$ cat src/rtl/pcwd_pkg.sv
// Shared constants and carrier types for the card window decoder
package pcwd_pkg;

	localparam int NUM_WIN = 7;
	localparam int NUM_IO_RST = 2;

	// Register offsets on the byte-wide register port
	localparam logic [11:0] SOCK_CTL1_OFS = 12'h816;
	localparam logic [11:0] GLOB_CTL3_OFS = 12'h925;
	// Window block: offset[11:7] selects it, [6:4] window, [3:0] byte
	localparam logic [4:0] WIN_REGION = 5'h11;
	localparam logic [3:0] WB_CTL = 4'h0;
	localparam logic [3:0] WB_START_LO = 4'h1;
	localparam logic [3:0] WB_START_HI = 4'h2;
	localparam logic [3:0] WB_STOP_LO = 4'h3;
	localparam logic [3:0] WB_STOP_HI = 4'h4;
	localparam logic [3:0] WB_OFS_LO = 4'h5;
	localparam logic [3:0] WB_OFS_HI = 4'h6;
	localparam logic [3:0] WB_UPPER = 4'h7;

	localparam int VIDEO_EN_BIT = 0;
	localparam int VIDEO_ARM_BIT = 7;
	localparam logic [7:0] CTL1_RST = 8'h00;
	localparam logic [7:0] CTL3_RST = 8'h00;
	localparam logic [7:0] WIN_CTL_MEM_RST = 8'h00;
	localparam logic [7:0] WIN_CTL_IO_RST = 8'h06;

	typedef enum logic [1:0] {
		SZ_8 = 2'b00,
		SZ_16 = 2'b01,
		SZ_AUTO = 2'b10
	} pcwd_size_type;

	typedef struct packed {
		logic wprot;
		logic attr;
		logic tset;
		pcwd_size_type size;
		logic card_io;
		logic pci_io;
		logic enable;
	} pcwd_ctl_type;

	typedef struct packed {
		pcwd_ctl_type ctl;
		logic [15:0] start;
		logic [15:0] stop;
		logic [15:0] offset;
		logic [7:0] upper;
	} pcwd_win_type;

	typedef struct packed {
		logic valid;
		logic io;
		logic write;
		logic [31:0] addr;
	} pcwd_req_type;

	typedef struct packed {
		logic valid;
		logic io;
		logic write;
		logic attr;
		logic size16;
		logic tset;
		logic [25:0] addr;
	} pcwd_cyc_type;

	typedef struct packed {
		pcwd_win_type [NUM_WIN-1:0] win;
		logic [7:0] ctl1;
		logic [7:0] ctl3;
		logic [7:0] rdata;
		logic claim;
		logic drop;
		logic addr_hi_oe;
		pcwd_cyc_type cyc;
	} pcwd_state_type;

	function automatic pcwd_state_type rst_state();
		pcwd_state_type s;
		s = '0;
		for (int i = 0; i < NUM_WIN; i++)
		begin
			s.win[i].ctl = (i >= NUM_WIN - NUM_IO_RST) ?
				pcwd_ctl_type'(WIN_CTL_IO_RST) :
				pcwd_ctl_type'(WIN_CTL_MEM_RST);
		end
		s.ctl1 = CTL1_RST;
		s.ctl3 = CTL3_RST;
		s.addr_hi_oe = 1'b1;
		return s;
	endfunction : rst_state

	localparam pcwd_state_type ST_RST = rst_state();

endpackage : pcwd_pkg

$ cat src/rtl/pcwd_window_decoder.sv
// Per-socket window decoder and address translator for 16-bit cards
`timescale 1ns/100ps
`default_nettype none

module pcwd_window_decoder
	import pcwd_pkg::*;
(
	// Clock and reset
	input wire logic clk_sys,
	input wire logic rst_b,
	// Byte-wide register port
	input wire logic reg_wr,
	input wire logic reg_rd,
	input wire logic [11:0] reg_addr,
	input wire logic [7:0] reg_wdata,
	output logic [7:0] reg_rdata,
	// PCI side decode request and claim
	input wire pcwd_req_type req,
	output logic claim,
	output logic drop,
	// Card side cycle request
	input wire logic card_iois16,
	output pcwd_cyc_type cyc,
	output logic addr_hi_oe
);

	pcwd_state_type st;
	pcwd_state_type next_st;
	logic hit_any;
	logic [2:0] hit_idx;
	pcwd_win_type sel;
	logic win_sel_ok;
	logic [2:0] reg_win;

	function automatic logic win_hit(pcwd_win_type w, pcwd_req_type r);
		logic hit;
		hit = 1'b0;
		if (w.ctl.enable && r.io && w.ctl.pci_io)
		begin
			// Upper I/O space is never decoded by any window
			hit = (r.addr[31:16] == 16'h0000) &&
				(r.addr[15:0] >= w.start) &&
				(r.addr[15:0] <= w.stop);
		end
		else if (w.ctl.enable && !r.io && !w.ctl.pci_io)
		begin
			hit = (r.addr[31:24] == w.upper) &&
				(r.addr[23:12] >= w.start[11:0]) &&
				(r.addr[23:12] <= w.stop[11:0]);
		end
		return hit;
	endfunction : win_hit

	function automatic logic [25:0] xlate(pcwd_win_type w,
		logic [31:0] a);
		logic [25:0] ca;
		if (w.ctl.pci_io)
			ca = {10'h000, a[15:0] + w.offset};
		else
			ca = a[25:0] + {w.offset[13:0], 12'h000};
		return ca;
	endfunction : xlate

	function automatic logic [7:0] win_rd(pcwd_win_type w,
		logic [3:0] b);
		logic [7:0] d;
		case (b)
			WB_CTL: d = w.ctl;
			WB_START_LO: d = w.start[7:0];
			WB_START_HI: d = w.start[15:8];
			WB_STOP_LO: d = w.stop[7:0];
			WB_STOP_HI: d = w.stop[15:8];
			WB_OFS_LO: d = w.offset[7:0];
			WB_OFS_HI: d = w.offset[15:8];
			WB_UPPER: d = w.upper;
			default: d = 8'h00;
		endcase
		return d;
	endfunction : win_rd

	always_comb
	begin
		next_st = st;
		next_st.claim = 1'b0;
		next_st.drop = 1'b0;
		next_st.cyc.valid = 1'b0;
		hit_any = 1'b0;
		hit_idx = 3'h0;
		// Scan downward so the lowest-numbered hit is the one kept
		for (int i = NUM_WIN - 1; i >= 0; i--)
		begin
			if (win_hit(st.win[i], req))
			begin
				hit_any = 1'b1;
				hit_idx = 3'(i);
			end
		end
		sel = st.win[hit_idx];
		if (req.valid && hit_any)
		begin
			next_st.claim = 1'b1;
			if (req.write && sel.ctl.wprot && !sel.ctl.pci_io)
			begin
				// Claimed so the host is not left hanging, card untouched
				next_st.drop = 1'b1;
			end
			else
			begin
				next_st.cyc.valid = 1'b1;
				next_st.cyc.io = sel.ctl.card_io;
				next_st.cyc.write = req.write;
				next_st.cyc.attr = sel.ctl.attr && !sel.ctl.card_io;
				next_st.cyc.tset = sel.ctl.tset;
				next_st.cyc.addr = xlate(sel, req.addr);
				case (sel.ctl.size)
					SZ_8: next_st.cyc.size16 = 1'b0;
					SZ_16: next_st.cyc.size16 = 1'b1;
					SZ_AUTO: next_st.cyc.size16 =
						sel.ctl.card_io && card_iois16;
					default: next_st.cyc.size16 = 1'b0;
				endcase
			end
		end
		reg_win = reg_addr[6:4];
		win_sel_ok = (reg_addr[11:7] == WIN_REGION) &&
			(reg_win < 3'(NUM_WIN)) && (reg_addr[3] == 1'b0);
		if (reg_wr)
		begin
			if (reg_addr == SOCK_CTL1_OFS)
				next_st.ctl1 = reg_wdata;
			else if (reg_addr == GLOB_CTL3_OFS)
				next_st.ctl3 = reg_wdata;
			else if (win_sel_ok)
			begin
				case (reg_addr[3:0])
					WB_CTL: next_st.win[reg_win].ctl = reg_wdata;
					WB_START_LO: next_st.win[reg_win].start[7:0] = reg_wdata;
					WB_START_HI: next_st.win[reg_win].start[15:8] = reg_wdata;
					WB_STOP_LO: next_st.win[reg_win].stop[7:0] = reg_wdata;
					WB_STOP_HI: next_st.win[reg_win].stop[15:8] = reg_wdata;
					WB_OFS_LO: next_st.win[reg_win].offset[7:0] = reg_wdata;
					WB_OFS_HI: next_st.win[reg_win].offset[15:8] = reg_wdata;
					WB_UPPER: next_st.win[reg_win].upper = reg_wdata;
					default: next_st.win[reg_win].upper = st.win[reg_win].upper;
				endcase
			end
		end
		if (reg_rd)
		begin
			if (reg_addr == SOCK_CTL1_OFS)
				next_st.rdata = st.ctl1;
			else if (reg_addr == GLOB_CTL3_OFS)
				next_st.rdata = st.ctl3;
			else if (win_sel_ok)
				next_st.rdata = win_rd(st.win[reg_win], reg_addr[3:0]);
			else
				next_st.rdata = 8'h00;
		end
		// Enable alone is not enough; the global arm bit must agree
		next_st.addr_hi_oe = !(next_st.ctl1[VIDEO_EN_BIT] &&
			next_st.ctl3[VIDEO_ARM_BIT]);
	end

	always_ff @(posedge clk_sys or negedge rst_b)
	begin
		if (!rst_b)
			st <= ST_RST;
		else
			st <= next_st;
	end

	assign reg_rdata = st.rdata;
	assign claim = st.claim;
	assign drop = st.drop;
	assign cyc = st.cyc;
	assign addr_hi_oe = st.addr_hi_oe;
endmodule : pcwd_window_decoder

`default_nettype wire

$ cat config.mk
export PLATFORM = sky130hd
export DESIGN_NAME = pcwd_window_decoder
export DESIGN_NICKNAME = d
export VERILOG_FILES = /design/src/rtl/pcwd_pkg.sv /design/src/rtl/pcwd_window_decoder.sv
export SDC_FILE = /design/constraint.sdc
export NUM_CORES = 2
export LEC_CHECK = 0
export CAP_MARGIN = 0
export CORE_UTILIZATION = 60
export CTS_BUF_LIST = sky130_fd_sc_hd__clkbuf_16
export DETAILED_ROUTE_END_ITERATION = 16
export DONT_BUFFER_PORTS = 1
export MAX_ROUTING_LAYER = met4
export PLACE_DENSITY_LB_ADDON = 0.15
export SYNTH_ARGS = -nofsm -noshare
export SYNTH_HDL_FRONTEND = slang
export SYNTH_SLANG_ARGS = --single-unit
$ cat constraint.sdc
create_clock -name clk_sys -period 8.3 [get_ports clk_sys]
set_input_delay 1.66 -clock clk_sys [delete_from_list [all_inputs] [get_ports clk_sys]]
set_output_delay 1.66 -clock clk_sys [all_outputs]
set_load 0.01 [all_outputs]
# --- After elaboration in Yosys (flattened, before gate mapping) ---
# Cells that the tools add are included.
totals:
  elab_cells: 303
  ff_bits: 507
op_classes:
  reduce_logical: 82
  n_eq_ne: 19
  n_bitwise: 4
  n_lt_le_gt_ge: 32
  add_sub_neg: 2
  mux: 72
ops:
  columns: ["op", "count"]
  rows:
  - ["bitwise mux 448 bit", 9]
  - ["case mux 448 bit (8 select lines)", 1]
  - ["demux 64 bit (select 3 bit)", 8]
  - ["binary-select mux 64 bit (select 3 bit)", 2]
  - ["2-to-1 mux 64 bit", 3]
  - [">= comparator 16 bit", 7]
  - ["less-or-equal comparator 16 bit", 7]
  - ["2-to-1 mux 32 bit", 3]
  - [">= comparator 12 bit", 7]
  - ["less-or-equal comparator 12 bit", 7]
  - ["logical AND 1 bit", 65]
  - ["case mux 8 bit (8 select lines)", 1]
  - ["== test 8 bit", 7]
  - ["2-to-1 mux 56 bit", 1]
  - ["2-to-1 mux 48 bit", 1]
  - ["2-to-1 mux 8 bit", 6]
  - ["2-to-1 mux 40 bit", 1]
  - ["adder 26 bit", 1]
  - ["2-to-1 mux 26 bit", 1]
  - ["== test 12 bit (second input constant)", 2]
  - ["2-to-1 mux 24 bit", 1]
  - ["2-to-1 mux 1 bit", 23]
  - ["2-to-1 mux 3 bit", 7]
  - ["adder 16 bit", 1]
  - ["other kinds (20)", 39]

# --- Depth between registers and ports, before layout ---
depth:
  ltp_word: 18
  depth_mapped: 33

# --- Worst setup path before layout ---
# No wires, ideal clock.
synth_path:
  path_type: "input port to flip-flop"
  start: "in req[27] (netlist bit)"
  end: "reg st (netlist bit cyc[14])"
  setup_ns: 0.077
  cell_stages: 31
  path_slack_ns: 0.602
  n_path_buf: 4
  required_time_ns: 8.223
  t_arrival_ns: 7.621
  path_cell_list: "buf_2 > nor4_2 > nand2_1 > or3_1 > buf_2 > or3_1 > nor4_2 > nor3_1 > a2111oi_4 > buf_2 > buf_2 > mux2i_1 > nand2_1 > o211ai_1 > o21ai_0 > ha_1 > fa_1 > a21o_1 > a21oi_1 > o21bai_1 > a21oi_1 > o21bai_1 > a21oi_1 > o211ai_1 > a21o_1 > a21o_1 > a21o_1 > a21oi_1 > xnor2_1 > a21oi_1 > o21ai_1"
synth_via:
  elab_chain_cells: 18
synth_lines:
  columns: ["element", "line", "rtl"]
  rows:
  - ["start: declaration", "pcwd_window_decoder.sv:18", "input wire pcwd_req_type req,"]
  - ["parallel branches: the longest is 18 deep, another holds == test 8 bit", null, null]
  - ["end signal: assignment", "pcwd_window_decoder.sv:169", "st <= next_st;"]
  - ["end: declaration", "pcwd_window_decoder.sv:27", "pcwd_state_type st;"]
# Several ways; the timed one is not identified. The select of a mux whose other input is x is not followed.
# A chain may end at the register's enable or synchronous reset.

# --- Worst setup path in the final report ---
layout_path:
  start: "in req[0] (netlist bit)"
  end: "reg st (netlist bit cyc[14])"
layout_via:
  elab_chain_cells: 17
layout_lines:
  columns: ["element"]
  rows:
  - ["parallel branches: the longest is 17 deep, another holds >= comparator 16 bit"]
# Several ways; the timed one is not identified. The select of a mux whose other input is x is not followed.

==> reports/qor.log <==
[status] status finished, violations left
[status] failing checks max-capacitance violations, max-slew violations
[sta] RSZ-0062 raised after global routing false
[route] average detailed-routed wire length per instance 34.1 um
[cts] clock-pin slew reported for the worst setup and hold paths after clock tree synthesis 0.06 ns
[die] DIE AREA 62,800 um2
[min_path] worst hold path type reg2reg
[cts] clk buf depth 3
[die] Die X 251 um
[sta] Sum Neg Setup Slack 0 ns
[finish] area taken by multi-input logic gates 22,300 um2
[yosys] YS warnings 0
[critical_path] critical-path maximum fanout 22
[placement] DP Cell Count 4,787
[route] First DRT Iteration DRCs 5,656
[yosys] cell type with the highest aggregate area in the netlist sky130_fd_sc_hd__dfrtp_1
[critical_path] critical register-to-register path endpoint cyc[14]$_DFFE_PN0P_
[sta] hold slack final 0.504 ns
[finish] layout-stage area growth over the synthesis result 7.53%
[finish] Final #Nets 4,549
[sta] Worst Clk Skew 0.0338 ns
[yosys] post-synthesis sequential element count 507
[power] Power Dens Cells 145 nW/um2
[route] TritonRoute pass-1 iters 11
[global_route] global-route usage over all layers 54.4%
[yosys] combined area of all synthesized cells 37,100 um2
[critical_path] cell repeated most along the worst path sky130_fd_sc_hd__a21oi_1
[placement] final weighted congestion in routability-driven placement 1.14
[global_route] via count of the first global-routing pass 33,900
[critical_path] worst setup path startpoint req[0]
[route] vias per std cell 7.34
[yosys] Post-synth ARST share 100%
[finish] Register Area 12,700 um2
[cts] clk sink count 507
[yosys] Yosys top cell area share 33.9%
[finish] most used cells in the layout excluding fill and tap cells 502 x sky130_fd_sc_hd__dfrtp_1, 442 x sky130_fd_sc_hd__nand2_1, 423 x sky130_fd_sc_hd__ha_1
[run] number of max-cap violations 2
[finish] most common library cell in the layout ignoring fill and taps sky130_fd_sc_hd__dfrtp_1
[finish] fraction of final layout cells sized beyond drive strength 1 9.49%
[critical_path] length in cells of the worst reg-to-reg path 29
[placement] Detail Placement HPWL 118,000 um
[die] number of core rows 90
[sta] worst setup margin 0.633 ns
[sta] fraction of the cycle the final worst path needs 92.4%
[critical_path] worst path required time 8.88 ns
[global_route] global-route wire length before repair 240,000 um
[cts] H-Tree Depth 2
[min_path] depth of the worst hold-timing path 1
[cts] TritonCTS clock tree yes
[cts] total clock buffers created by CTS 57
[yosys] leading register cell type out of synthesis sky130_fd_sc_hd__dfrtp_1
[sta] actual slew at the worst max-slew pin 2.88 ns
[yosys] Post-Synthesis Mean Instance Area 8.94 um2
[yosys] EDFF count, synth 0
[yosys] largest cells by area after synthesis sky130_fd_sc_hd__dfrtp_1 34%, sky130_fd_sc_hd__ha_1 14%, sky130_fd_sc_hd__nand2_1 4.5%, sky130_fd_sc_hd__o21ai_0 4.5%, sky130_fd_sc_hd__a22oi_1 4.3%
[sta] minimum clock period 7.67 ns
[critical_path] Critical Path Max Stage Delay 0.73 ns
[cts] hold buffers post-CTS 0
[die] starting density of the core 61.1%
[critical_path] critical path data arrival time 8.24 ns
[cts] PostCTS Resize Cnt 0
[cts] Clk Latency, worst-skew pair 0.66 ns
[placement] worst setup timing slack at the placement stage 0.210 ns
[route] number of vias in the routed layout 36,100
[cts] Post-CTS Setup Bufs 0
[yosys] sequential element share of the synthesized area 34.2%
[power] IR drop worst, VDD 0.182 mV
[sta] FMAX 0.130 GHz
[power] post-route total power 0.00580 W
[critical_path] flop2flop setup slack 1.26 ns
[sta] final slew viol count 362
[yosys] library cells used by synthesis 85
[route] DRT Wirelength 168,000 um
[sta] relative slew slack -91.9%
[global_route] maximum number of pins on one net before global-route repair 508
[sta] setup violation total in the final timing report 0
[die] vertical die dimension 251 um
[die] core area 60,700 um2
[cts] cell at the root of the clock tree sky130_fd_sc_hd__clkbuf_16
[finish] fill cell instance count of the final layout 5,001
[sta] Hold Fails Final Rpt 0
[global_route] gr ovfl total 0
[route] DRC 0
[power] Static Leak 17.8 nW
[critical_path] Crit. End Element flip-flop
[yosys] number of nets in the synthesized netlist 4,634
[critical_path] slowest cell on the critical path sky130_fd_sc_hd__a2111oi_4
[placement] Buffers on Ports 0
[critical_path] nature of the critical path startpoint input pin
[critical_path] type of the setup path with the least slack in2reg
[yosys] post-synthesis instance total 4,149
[route] Final ANT Viol Nets 0
[die] number of ports placed on the die boundary 103
[finish] count of non-filler cells in the finished layout 4,912
[global_route] number of antenna violations at the first check in global routing 14
## routing by layer
layer / vias up / global-route usage (%) / part of all wire [%] / wire length (um)
met2: 2976 / 73.7 / 40 / 66600
met3: 809 / 19.2 / 15 / 24800
met4: 0 / 39.6 / 9.2 / 15400
met5: - / - / 0 / 0
met1: 17100 / 66.6 / 36 / 60900
li1: 15200 / - / - / -
## cell families after synthesis
family                   after synthesis  share of synthesized area (%)
AO/OA/AOI/OAI                       1391                           24.9
buffers and inverters                518                           5.77
flip-flops                           507                           34.2
XOR/XNOR                              81                           1.95
adder cells (fa/ha/maj)              425                           14.4
AND/OR/NAND/NOR                     1040                           13.2
multiplexers                         187                           5.57
## area by class of cell
class,count,area share (%)
Clock buffer,58,3.64
Antenna cell,19,0.119
Multi-Input combinational cell,3124,56.0
Timing Repair Buffer,132,2.52
Clock inverter,48,1.18
Inverter,242,2.28
Sequential cell,507,31.8
Tap cell,782,2.45
## where the power goes
part	switching [W]	internal, W
sequential	0.0000408	0.00250
clock	0.00119	0.00147
combinational	0.000376	0.000224
total	0.00160	0.00420
## stage by stage
step           cell area (um2)  util (%)
2_1_floorplan            37100         -
3_3_place_gp             37900      62.5
3_5_place_dp             37900      62.5
4_1_cts                  39800      65.6
5_1_grt                  39900      65.7
6_report                 39900      65.7
## synth_stat cells, types with 9 or more instances
| master | number |
|---|---|
| sky130_fd_sc_hd__a211o_1 | 10 |
| sky130_fd_sc_hd__a211oi_1 | 33 |
| sky130_fd_sc_hd__a21o_1 | 66 |
| sky130_fd_sc_hd__a21oi_1 | 248 |
| sky130_fd_sc_hd__a221oi_1 | 25 |
| sky130_fd_sc_hd__a22o_1 | 179 |
| sky130_fd_sc_hd__a22oi_1 | 212 |
| sky130_fd_sc_hd__a31oi_1 | 33 |
| sky130_fd_sc_hd__a32o_1 | 9 |
| sky130_fd_sc_hd__and2_1 | 14 |
| sky130_fd_sc_hd__and3_1 | 21 |
| sky130_fd_sc_hd__buf_1 | 27 |
| sky130_fd_sc_hd__buf_2 | 18 |
| sky130_fd_sc_hd__buf_4 | 42 |
| sky130_fd_sc_hd__clkbuf_1 | 186 |
| sky130_fd_sc_hd__dfrtp_1 | 502 |
| sky130_fd_sc_hd__ha_1 | 423 |
| sky130_fd_sc_hd__inv_1 | 240 |
| sky130_fd_sc_hd__mux2_2 | 104 |
| sky130_fd_sc_hd__mux2i_1 | 76 |
| sky130_fd_sc_hd__nand2_1 | 444 |
| sky130_fd_sc_hd__nand2b_1 | 67 |
| sky130_fd_sc_hd__nand3_1 | 56 |
| sky130_fd_sc_hd__nand4_1 | 77 |
| sky130_fd_sc_hd__nor2_1 | 185 |
| sky130_fd_sc_hd__nor2b_1 | 36 |
| sky130_fd_sc_hd__nor3_1 | 49 |
| sky130_fd_sc_hd__nor4_1 | 17 |
| sky130_fd_sc_hd__o2111ai_1 | 9 |
| sky130_fd_sc_hd__o211ai_1 | 43 |
| sky130_fd_sc_hd__o21a_1 | 20 |
| sky130_fd_sc_hd__o21ai_0 | 333 |
| sky130_fd_sc_hd__o21ai_1 | 31 |
| sky130_fd_sc_hd__o22ai_1 | 59 |
| sky130_fd_sc_hd__o31ai_1 | 10 |
| sky130_fd_sc_hd__or2_2 | 15 |
| sky130_fd_sc_hd__or3_1 | 20 |
| sky130_fd_sc_hd__xnor2_1 | 60 |
| sky130_fd_sc_hd__xor2_1 | 20 |
## worst max-delay path: cells and delay by family
| kind | cells | cell delay (ns) |
|---|---|---|
| adders and majority gates | 2 | 0.85 |
| muxes | 1 | 0.31 |
| xor gates and xnor gates | 1 | 0.13 |
| buffers and inverters | 4 | 0.94 |
| and+or+nand+nor | 6 | 1.10 |
| AOI/OAI and AO/OA | 14 | 3.21 |
## how the worst max path moves through the flow
stage                           to  slack [ns]  cells after the start
2_1_floorplan  cyc[14]$_DFFE_PN0P_        0.60                     31
3_3_place_gp   cyc[14]$_DFFE_PN0P_        0.29                     32
3_5_place_dp   cyc[14]$_DFFE_PN0P_        0.21                     31
4_1_cts        cyc[14]$_DFFE_PN0P_        0.86                     31
5_1_grt        cyc[14]$_DFFE_PN0P_        0.30                     29
6_report       cyc[14]$_DFFE_PN0P_        0.63                     28
No activity file was read; power rests on OpenSTA's default activity.
